## src/design/blc_pkg.sv

```systemverilog
/*
 * Constants for the buck/limiter control and status block: register
 * offsets, field positions, reset values, timing counts, state codes.
 * Assumes a 50 MHz system clock and 32-bit APB data.
 */
package blc_pkg;
    // System clock period
    localparam int CLK_PERIOD_NS = 20;

    // Register byte offsets
    localparam logic [7:0] STATUS_REG_OFS  = 8'h00;
    localparam logic [7:0] CONTROL_REG_OFS = 8'h04;

    // Status register fields
    localparam int ST_PV_BIT = 0;
    localparam int ST_CC_BIT = 1;
    localparam int ST_CV_BIT = 2;

    // Control register fields
    localparam int CT_INPUT_CURRENT_LIMIT_CODE_LSB    = 0;
    localparam int CT_BULK_VOLTAGE_LIMIT_CODE_LSB    = 4;
    localparam int CT_OUTPUT_VOLTAGE_SELECT_LSB    = 8;
    localparam int CT_SUSPEND_BIT = 12;
    localparam int CT_TEST_BIT    = 13;
    localparam int CT_INHIBIT_BIT = 14;

    // Reset values
    localparam logic [2:0] INPUT_CURRENT_LIMIT_CODE_RST = 3'h0;
    localparam logic [3:0] BULK_VOLTAGE_LIMIT_CODE_RST = 4'h0;
    localparam logic [3:0] OUTPUT_VOLTAGE_SELECT_RST = 4'h7;      // 3.52 V start-up level
    localparam logic [3:0] BULK_VOLTAGE_LIMIT_CODE_NO_LIMIT = 4'hf; // Voltage limiting off

    // Times in ns as specified
    localparam int ALERT_PULSE_NS = 125000;
    localparam int CV_QUAL_NS     = 256000;
    localparam int SLEW_STEP_NS   = 25000;   // 60 mV at 2.4 V/ms

    // Derived cycle counts, least times rounded up
    localparam logic [15:0] ALERT_PULSE_CYC =
        16'((ALERT_PULSE_NS + CLK_PERIOD_NS - 1) / CLK_PERIOD_NS);
    localparam logic [15:0] CV_QUAL_CYC =
        16'((CV_QUAL_NS + CLK_PERIOD_NS - 1) / CLK_PERIOD_NS);
    localparam logic [15:0] SLEW_STEP_CYC =
        16'((SLEW_STEP_NS + CLK_PERIOD_NS - 1) / CLK_PERIOD_NS);
    // Cycles the synchronised settled input lags a reference move
    localparam logic [15:0] SETTLE_BLANK_CYC = 16'h0002;

    // Regulator sequencing states
    typedef enum logic [2:0] {
        SEQ_WAIT_VBUS = 3'b000,
        SEQ_SOFTSTART = 3'b001,
        SEQ_RUN       = 3'b010,
        SEQ_RAMP_UP   = 3'b011,
        SEQ_SETTLE_UP = 3'b100,
        SEQ_DOWN      = 3'b101
    } blc_seq_t;
endpackage
```

## src/design/blc_ctrl.sv

```systemverilog
/*
 * Buck regulator / bulk-node limiter control and status logic with an
 * APB register slave and an open-drain alert pin.
 * Assumes analog status inputs are asynchronous and the APB master runs
 * on ref_clk_i.
 */
// Functional notes
// - Alert held low after power-up; soft-start begins only once supply exceeds 4.4V
// - Alert released high when output first reaches default 3.52V
// - Input current-limit code is 3 bits, codes 0..7 pick sense thresholds
// - Bulk voltage-limit code is 4 bits, 3.00V plus 140mV per step
// - Bulk voltage-limit code 1111 disables voltage limiting
// - Output select is 4 bits, 3.10V plus 60mV per step
// - New output select accepted while running, retargets without restart
// - Upward select change ramps output at 2.4V/ms
// - Upward change clears power-valid, then sets it and pulses alert
// - Downward change: clear flag, lower reference, rectifier off until settled
// - Suspend keeps regulator on, limiter off, precharge path holds bulk node
// - Test mode: bulk switch fully on, lower falling undervoltage threshold
// - Voltage-limited flag live state captured when a status read begins
// - Current-limited flag sticky until host reads status register
// - Voltage-limited flag waits 256us of released current loop
// - Alerts inhibited after reset; else 125us low pulse per flag change
// - Each status register read after start-up gives one alert pulse, none while alerts are inhibited
`timescale 1ns/1ps
module blc_ctrl #(
    parameter logic [15:0] ALERT_PULSE_CYC = blc_pkg::ALERT_PULSE_CYC,
    parameter logic [15:0] CV_QUAL_CYC     = blc_pkg::CV_QUAL_CYC,
    parameter logic [15:0] SLEW_STEP_CYC   = blc_pkg::SLEW_STEP_CYC
) (
    input  wire logic        ref_clk_i,
    input  wire logic        rst_i,
    input  wire logic [7:0]  paddr_i,
    input  wire logic        psel_i,
    input  wire logic        penable_i,
    input  wire logic        pwrite_i,
    input  wire logic [31:0] pwdata_i,
    output logic [31:0]      prdata_o,
    output logic             pready_o,
    output logic             pslverr_o,
    input  wire logic        vbus_start_i,
    input  wire logic        vout_settled_i,
    input  wire logic        current_limit_i,
    input  wire logic        volt_loop_i,
    output logic             alert_o,
    output logic             alert_oe_o,
    output logic             regulator_en_o,
    output logic [3:0]       output_ref_code_o,
    output logic             sync_rect_en_o,
    output logic             power_valid_flag_o,
    output logic [2:0]       input_current_limit_code_o,
    output logic [3:0]       bulk_voltage_limit_code_o,
    output logic             volt_limit_en_o,
    output logic             limiter_en_o,
    output logic             precharge_en_o,
    output logic             bulk_charge_switch_on_o,
    output logic             uvlo_low_sel_o
);
    typedef struct packed {
        logic [3:0]       sync1;      // First synchroniser stage
        logic [3:0]       sync2;      // vbus, settled, climit, vloop
        logic             cc_prev;
        blc_pkg::blc_seq_t seq;
        logic             started;
        logic [15:0]      step_cnt;
        logic [15:0]      pulse_cnt;
        logic [15:0]      qual_cnt;
        logic             cv_live;
        logic             cv_cap;
        logic             cc_flag;
        logic [2:0]       input_current_limit_code;
        logic [3:0]       bulk_voltage_limit_code;
        logic [3:0]       output_voltage_select;
        logic             suspend;
        logic             test;
        logic             inhibit;
        logic [31:0]      prdata;
        logic             pready;
        logic             pslverr;
        logic             alert_oe;
        logic             reg_en;
        logic [3:0]       ref_code;
        logic             sync_rect;
        logic             pv;
        logic             bulk_voltage_limit_code_en;
        logic             limiter_en;
    } blc_state_t;

    blc_state_t st_r;
    blc_state_t st_nxt;

    logic vbus_s;
    logic settled_s;
    logic climit_s;
    logic vloop_s;
    logic access;
    logic done;
    logic is_status;
    logic is_control;
    logic read_done;
    logic ctl_write;
    logic [3:0] new_output_voltage_select;
    logic event_hit;

    // Synchronised inputs and bus decode
    assign vbus_s     = st_r.sync2[0];
    assign settled_s  = st_r.sync2[1];
    assign climit_s   = st_r.sync2[2];
    assign vloop_s    = st_r.sync2[3];
    assign access     = psel_i & penable_i;
    assign done       = access & st_r.pready;
    assign is_status  = paddr_i == blc_pkg::STATUS_REG_OFS;
    assign is_control = paddr_i == blc_pkg::CONTROL_REG_OFS;
    assign read_done  = done & ~pwrite_i & is_status;
    assign ctl_write  = done & pwrite_i & is_control;
    assign new_output_voltage_select   = pwdata_i[blc_pkg::CT_OUTPUT_VOLTAGE_SELECT_LSB +: 4];

    // Next-state logic for the whole block
    always_comb begin
        st_nxt = st_r;
        event_hit = 1'b0;
        st_nxt.sync1 = {volt_loop_i, current_limit_i, vout_settled_i, vbus_start_i};
        st_nxt.sync2 = st_r.sync1;
        st_nxt.cc_prev = climit_s;

        // APB: one wait state, write and read complete on the pready edge
        st_nxt.pready = access & ~st_r.pready;
        st_nxt.pslverr = access & ~st_r.pready & ~is_status & ~is_control;
        if (psel_i & ~penable_i & ~pwrite_i & is_status) begin
            st_nxt.cv_cap = st_r.cv_live;
        end
        if (access & ~st_r.pready) begin
            st_nxt.prdata = 32'h0000_0000;
            if (is_status) begin
                st_nxt.prdata[blc_pkg::ST_PV_BIT] = st_r.pv;
                st_nxt.prdata[blc_pkg::ST_CC_BIT] = st_r.cc_flag;
                st_nxt.prdata[blc_pkg::ST_CV_BIT] = st_r.cv_cap;
            end else if (is_control) begin
                st_nxt.prdata[blc_pkg::CT_INPUT_CURRENT_LIMIT_CODE_LSB +: 3] = st_r.input_current_limit_code;
                st_nxt.prdata[blc_pkg::CT_BULK_VOLTAGE_LIMIT_CODE_LSB +: 4] = st_r.bulk_voltage_limit_code;
                st_nxt.prdata[blc_pkg::CT_OUTPUT_VOLTAGE_SELECT_LSB +: 4] = st_r.output_voltage_select;
                st_nxt.prdata[blc_pkg::CT_SUSPEND_BIT] = st_r.suspend;
                st_nxt.prdata[blc_pkg::CT_TEST_BIT] = st_r.test;
                st_nxt.prdata[blc_pkg::CT_INHIBIT_BIT] = st_r.inhibit;
            end
        end
        if (ctl_write) begin
            st_nxt.input_current_limit_code = pwdata_i[blc_pkg::CT_INPUT_CURRENT_LIMIT_CODE_LSB +: 3];
            st_nxt.bulk_voltage_limit_code = pwdata_i[blc_pkg::CT_BULK_VOLTAGE_LIMIT_CODE_LSB +: 4];
            st_nxt.output_voltage_select = new_output_voltage_select;
            st_nxt.suspend = pwdata_i[blc_pkg::CT_SUSPEND_BIT];
            st_nxt.test = pwdata_i[blc_pkg::CT_TEST_BIT];
            st_nxt.inhibit = pwdata_i[blc_pkg::CT_INHIBIT_BIT];
        end

        if (climit_s) begin
            st_nxt.qual_cnt = 16'h0000;
        end else if (st_r.qual_cnt != CV_QUAL_CYC) begin
            st_nxt.qual_cnt = st_r.qual_cnt + 16'h0001;
        end
        st_nxt.cv_live = vloop_s & ~climit_s & (st_r.qual_cnt == CV_QUAL_CYC);
        // sticky flag, set wins over read clear
        st_nxt.cc_flag = (climit_s & ~st_r.cc_prev) | (st_r.cc_flag & ~read_done);
        st_nxt.bulk_voltage_limit_code_en = st_nxt.bulk_voltage_limit_code != blc_pkg::BULK_VOLTAGE_LIMIT_CODE_NO_LIMIT;
        st_nxt.limiter_en = ~st_nxt.suspend;

        // Regulator sequencing
        st_nxt.step_cnt = 16'h0000;
        unique case (st_r.seq)
            blc_pkg::SEQ_WAIT_VBUS: begin
                st_nxt.ref_code = blc_pkg::OUTPUT_VOLTAGE_SELECT_RST;
                if (vbus_s) begin
                    st_nxt.reg_en = 1'b1;
                    st_nxt.seq = blc_pkg::SEQ_SOFTSTART;
                end
            end
            blc_pkg::SEQ_SOFTSTART: begin
                if (settled_s) begin
                    st_nxt.started = 1'b1;
                    st_nxt.pv = 1'b1;
                    st_nxt.seq = blc_pkg::SEQ_RUN;
                end
            end
            blc_pkg::SEQ_RAMP_UP: begin
                // one code step per slew interval
                st_nxt.step_cnt = st_r.step_cnt + 16'h0001;
                if (st_r.step_cnt == SLEW_STEP_CYC - 16'h0001) begin
                    st_nxt.step_cnt = 16'h0000;
                    st_nxt.ref_code = st_r.ref_code + 4'h1;
                    if (st_r.ref_code + 4'h1 == st_r.output_voltage_select) begin
                        st_nxt.seq = blc_pkg::SEQ_SETTLE_UP;
                    end
                end
            end
            blc_pkg::SEQ_SETTLE_UP: begin
                // set flag once settled, stale settled ignored during sync lag
                st_nxt.step_cnt = st_r.step_cnt;
                if (st_r.step_cnt != blc_pkg::SETTLE_BLANK_CYC) begin
                    st_nxt.step_cnt = st_r.step_cnt + 16'h0001;
                end else if (settled_s) begin
                    st_nxt.pv = 1'b1;
                    st_nxt.seq = blc_pkg::SEQ_RUN;
                end
            end
            blc_pkg::SEQ_DOWN: begin
                // rectifier on once settled, stale settled ignored during sync lag
                st_nxt.step_cnt = st_r.step_cnt;
                if (st_r.step_cnt != blc_pkg::SETTLE_BLANK_CYC) begin
                    st_nxt.step_cnt = st_r.step_cnt + 16'h0001;
                end else if (settled_s) begin
                    st_nxt.sync_rect = 1'b1;
                    st_nxt.pv = 1'b1;
                    st_nxt.seq = blc_pkg::SEQ_RUN;
                end
            end
            blc_pkg::SEQ_RUN: begin
            end
            default: begin
                st_nxt.seq = blc_pkg::SEQ_WAIT_VBUS;
            end
        endcase
        if (st_r.started && st_nxt.output_voltage_select != st_r.output_voltage_select) begin
            st_nxt.pv = 1'b0;
            st_nxt.step_cnt = 16'h0000;
            if (st_nxt.output_voltage_select > st_nxt.ref_code) begin
                st_nxt.seq = blc_pkg::SEQ_RAMP_UP;
                st_nxt.sync_rect = 1'b1;
            end else if (st_nxt.output_voltage_select < st_nxt.ref_code) begin
                st_nxt.ref_code = st_nxt.output_voltage_select;
                st_nxt.sync_rect = 1'b0;
                st_nxt.seq = blc_pkg::SEQ_DOWN;
            end else begin
                st_nxt.seq = blc_pkg::SEQ_SETTLE_UP;
            end
        end

        // alert pulses on flag change or status read
        event_hit = read_done | (st_nxt.pv != st_r.pv) | (st_nxt.cc_flag != st_r.cc_flag)
                  | (st_nxt.cv_live != st_r.cv_live);
        if (st_r.pulse_cnt != 16'h0000) begin
            st_nxt.pulse_cnt = st_r.pulse_cnt - 16'h0001;
        end
        if (event_hit & st_r.started & ~st_r.inhibit) begin
            st_nxt.pulse_cnt = ALERT_PULSE_CYC;
        end
        st_nxt.alert_oe = ~st_nxt.started | (st_nxt.pulse_cnt != 16'h0000);
    end

    // State register
    always_ff @(posedge ref_clk_i or posedge rst_i) begin
        if (rst_i) begin
            st_r <= '0;
            st_r.seq <= blc_pkg::SEQ_WAIT_VBUS;
            st_r.input_current_limit_code <= blc_pkg::INPUT_CURRENT_LIMIT_CODE_RST;
            st_r.bulk_voltage_limit_code <= blc_pkg::BULK_VOLTAGE_LIMIT_CODE_RST;
            st_r.output_voltage_select <= blc_pkg::OUTPUT_VOLTAGE_SELECT_RST;
            st_r.ref_code <= blc_pkg::OUTPUT_VOLTAGE_SELECT_RST;
            st_r.inhibit <= 1'b1;
            st_r.sync_rect <= 1'b1;
            st_r.alert_oe <= 1'b1;
            st_r.bulk_voltage_limit_code_en <= 1'b1;
            st_r.limiter_en <= 1'b1;
        end else begin
            st_r <= st_nxt;
        end
    end

    // Outputs straight from the state register, except alert_o which is tied low
    assign prdata_o = st_r.prdata;
    assign pready_o = st_r.pready;
    assign pslverr_o = st_r.pslverr;
    assign alert_o = 1'b0;                   // Pin only ever pulled low
    assign alert_oe_o = st_r.alert_oe;
    assign regulator_en_o = st_r.reg_en;
    assign output_ref_code_o = st_r.ref_code;
    assign sync_rect_en_o = st_r.sync_rect;
    assign power_valid_flag_o = st_r.pv;
    assign input_current_limit_code_o = st_r.input_current_limit_code;
    assign bulk_voltage_limit_code_o = st_r.bulk_voltage_limit_code;
    assign volt_limit_en_o = st_r.bulk_voltage_limit_code_en;
    assign limiter_en_o = st_r.limiter_en;
    assign precharge_en_o = st_r.suspend;
    assign bulk_charge_switch_on_o = st_r.test;
    assign uvlo_low_sel_o = st_r.test;
endmodule

```

## config.mk

```make
export PLATFORM = sky130hd
export DESIGN_NAME = blc_ctrl
export DESIGN_NICKNAME = d
export VERILOG_FILES = /design/src/design/blc_pkg.sv /design/src/design/blc_ctrl.sv
export SDC_FILE = /design/constraint.sdc
export NUM_CORES = 1
export LEC_CHECK = 0
export BUFFER_PORTS_ARGS = -buffer_cell sky130_fd_sc_hd__clkbuf_2
export CORE_ASPECT_RATIO = 1.4
export CORE_MARGIN = 2
export CORE_UTILIZATION = 32
export CTS_BUF_LIST = sky130_fd_sc_hd__clkbuf_16
export CTS_CLUSTER_DIAMETER = 120
export DETAILED_ROUTE_END_ITERATION = 8
export SKIP_LAST_GASP = 1
export SLEW_MARGIN = 20
export SYNTH_ARGS = -nofsm -noshare
export SYNTH_HDL_FRONTEND = slang
export SYNTH_SLANG_ARGS = --single-unit
```

## constraint.sdc

```tcl
create_clock -name ref_clk_i -period 4.23 [get_ports ref_clk_i]
set_input_delay 0 -clock ref_clk_i [delete_from_list [all_inputs] [get_ports ref_clk_i]]
set_output_delay 0 -clock ref_clk_i [all_outputs]
set_load 0.01 [all_outputs]
```

==> flow_summary.toml <==
[status]
outcome = "complete, no violations"

[floorplan]
die_area_um2 = 18500
initial_utilization_pct = 32.5
row_count = 57
die_h_um = 160
io-pin-count = 104
die_x_um = 116
core_um2 = 17200

[timing]
setup_viol_count_final = 0
final_max_slew_viol_count = 0
worst_pin_slew_ps = 684
finalHoldViolCount = 0
min_period_ps = 3650
rsz0062_at_grt = "false"
max_freq_ghz = 0.274
slew_headroom_pct = 54.4
finalSetupTns_ps = 0
fin_skew_ps = 8.31
finalCritPeriodShare_pct = 86.2

[finish]
drive_gt1_share_pct = 19.3
multi_input_area_um2 = 2580
diodes = 0
nNetsFinal = 684
fillers = 1706
regArea_um2 = 2620
syn_to_final_growth_pct = 14.8
fin_cells = 864
post-route-util_pct = 37.3

[setup_path]
worstPathCellList = "or4_1 -> or4_1 -> nor2_2 -> nor2_1 -> a21oi_1 -> ha_1 -> nor2b_1 -> o21ai_0 -> nand2b_1 -> a211oi_1 -> nand2b_1 -> o21a_1"
crit_buf_inv = 0
worst_path_max_delay_cell = "or4_1"
crit_family = "simple AND/OR/NAND/NOR gates"
max_stage_delay_ps = 590
r2r_cells = 12
critPathCaptureType = "flop"
critPathArrivalTime_ps = 3940
critPathKind = "reg -> reg"
cp_max_fo = 6
rr_endpoint = "output_ref_code_o[3]"
cp.required_ps = 4520
endpoint = "output_ref_code_o[3]"
cp.depth = 12
reg2reg_from = "st_r[96]"
r2r_slack_ps = 580
crit_path_start = "st_r[96]"
crit_path_start_kind = "flop"

[synthesis]
synth_edf_count = 0
synthArstFlopShare_pct = 100
ys.flop_type = "dfrtp_1"
seq_area_frac_synth_pct = 46.9
synthDistinctLibCells = 60
synthCells = 566
syn-cell-area_um2 = 5580
synth-seq-cells = 104
yosys_warnings = 0
avgSynthCellArea_um2 = 9.85

[power]
ir_worst_vdd_v = 0.000166
p_leak_nw = 2.86
total_power_mw = 2.34
cellPowerDensity_nw_per_um2 = 366

[place]
io_buffer_count = 66
hpwlAfterDp_um = 8530
placed_cells = 829
gp_congestion = 0.809

[global_route]
grt_pass1_vias = 4230
track_usage_pct = 13.0
grt_overflow = 0
grt_max_degree = 55
grt_pass1_wl_um = 19400
antenna_found_initial = 0

[detailed_routing]
vias = 4149
viasPerCell = 4.80
drt_pass1_iterations = 4
ant_nets = 0
drcViolationCount = 0
wirelength_um = 11800
avgRoutedWirePerCell_um = 13.7
drt_iter0_drc = 223

[clock_network]
cts_root_buf = "clkbuf_16"
clkTransAtPathRegs_ps = 80
h-tree-depth = 3
cts.sinks = 104
ctsHoldBuffers = 19
clock_path_buffers = 2
postCtsResizedCells = 0
tritoncts = "done"
cts_setup_buffers = 0
clk_latency_ps = 350
numCtsBuffers = 9

[hold_path]
worstHoldPathType = "in -> reg"

[flow_run]
max_cap_violations = 0
## cell usage in the layout (no fill, tap or decap), types with 12 or more instances in the layout
cell type and count:
dfrtp_1 93, nand2_1 73, clkbuf_2 66, nor2_1 62, xnor2_1 28, xor2_1 26
conb_1 19, dlygate4sd3_1 19, nand3_1 15, and3_1 14, nor3_1 13, inv_1 12
ha_1 12
## synth_stat cells (all sizes together) (2+ instances only)
cell    instances  share of area (%)
a211oi          4               0.54
and3           14                1.6
a22o           11                1.7
nand4b          3               0.47
o31ai           6                1.1
and2            8               0.94
or3             4               0.45
or2             3               0.34
nand4          11                1.2
dfrtp          93                 42
nand3b          9                1.3
and4            2               0.31
nand3          15                1.3
o211ai          4               0.54
a21oi           9               0.81
xnor2          28                4.4
nor3           13                1.2
buf            46                6.1
xor2           26                4.1
ha             12                2.7
nor3b           2               0.27
clkbuf         14               0.94
a31oi           2               0.22
inv            13               0.87
or4b            2               0.36
nor4b           2               0.31
o21a            2               0.27
o21ai           9               0.81
mux2            7                1.4
dfstp          11                5.2
nand2b          8               0.90
nor2b           2               0.22
nand2          73                4.9
nor4            8                1.2
nor2           64                4.5
mux2i           7                1.3
or4             5               0.87
## cell families after synthesis
| kind of cell | share of synthesized area, % |
|---|---|
| flip-flops | 46.9 |
| AND/OR/NAND/NOR | 23.2 |
| AO/OA/AOI/OAI | 8.05 |
| multiplexers | 2.67 |
| buffers and inverters | 7.96 |
| adder cells (fa/ha/maj) | 2.69 |
| other | 0.0672 |
| XOR/XNOR | 8.48 |
## worst min path at each step
stage	slack (ps)	end	start	cells past startpoint
floorplan	30	st_nxt[114]	vbus_start_i	0
global route	30	prdata_o[2]	paddr_i[6]	4
finish	20	prdata_o[2]	paddr_i[0]	4
CTS	10	prdata_o[0]	paddr_i[6]	4
global placement	110	st_nxt[116]	current_limit_i	1
detailed placement	120	st_nxt[117]	volt_loop_i	1
## final cells by class
type                            instances  area share [%]
Clock buffer                            9            3.52
Timing Repair Buffer                   88            8.48
Inverter                               13           0.801
Tap cell                              236            4.61
Multi-Input combinational cell        407            40.4
Sequential cell                       104            40.8
Clock inverter                          7            1.41
## tightest hold or removal path, stage by stage
cell,delay (ps)
clkbuf_2,80
nor3_1,50
nand2_1,120
o31ai_1,80
## where the power goes
part	switching [mW]	internal, mW	total (mW)
Sequential	0.0998	1.05	1.15
Clock	0.405	0.472	0.877
Combinational	0.177	0.141	0.318
## per-stage QoR
stage | hold slack (ps) | instance area [µm²] | setup WS (ps)
2_1_floorplan | 31.4 | 5650 | 1000
3_3_place_gp | 113 | 5900 | 677
3_5_place_dp | 117 | 5900 | 569
4_1_cts | 11.1 | 6410 | 554
5_1_grt | 33.7 | 6410 | 373
6_report | 21.0 | 6410 | 583
## per-layer routing
metal	GRT usage [%]	vias up	wire length, µm
met3	3.07	19	441
met5	0	-	0
met4	4.38	0	218
li1	-	1999	-
met2	24.1	91	6230
met1	14.3	2040	4910
## state kept, by name, indices dropped and copies added (netlist names)
register,cells
settled_s,1
st_nxt,4
limiter_en_o,1
regulator_en_o,1
bulk_charge_switch_on_o,1
pslverr_o,1
prdata_o,14
input_current_limit_code_o,3
output_ref_code_o,4
bulk_voltage_limit_code_o,4
volt_limit_en_o,1
climit_s,1
alert_oe_o,1
power_valid_flag_o,1
pready_o,1
st_r,63
precharge_en_o,1
sync_rect_en_o,1
No activity file was read; power rests on OpenSTA's default activity.
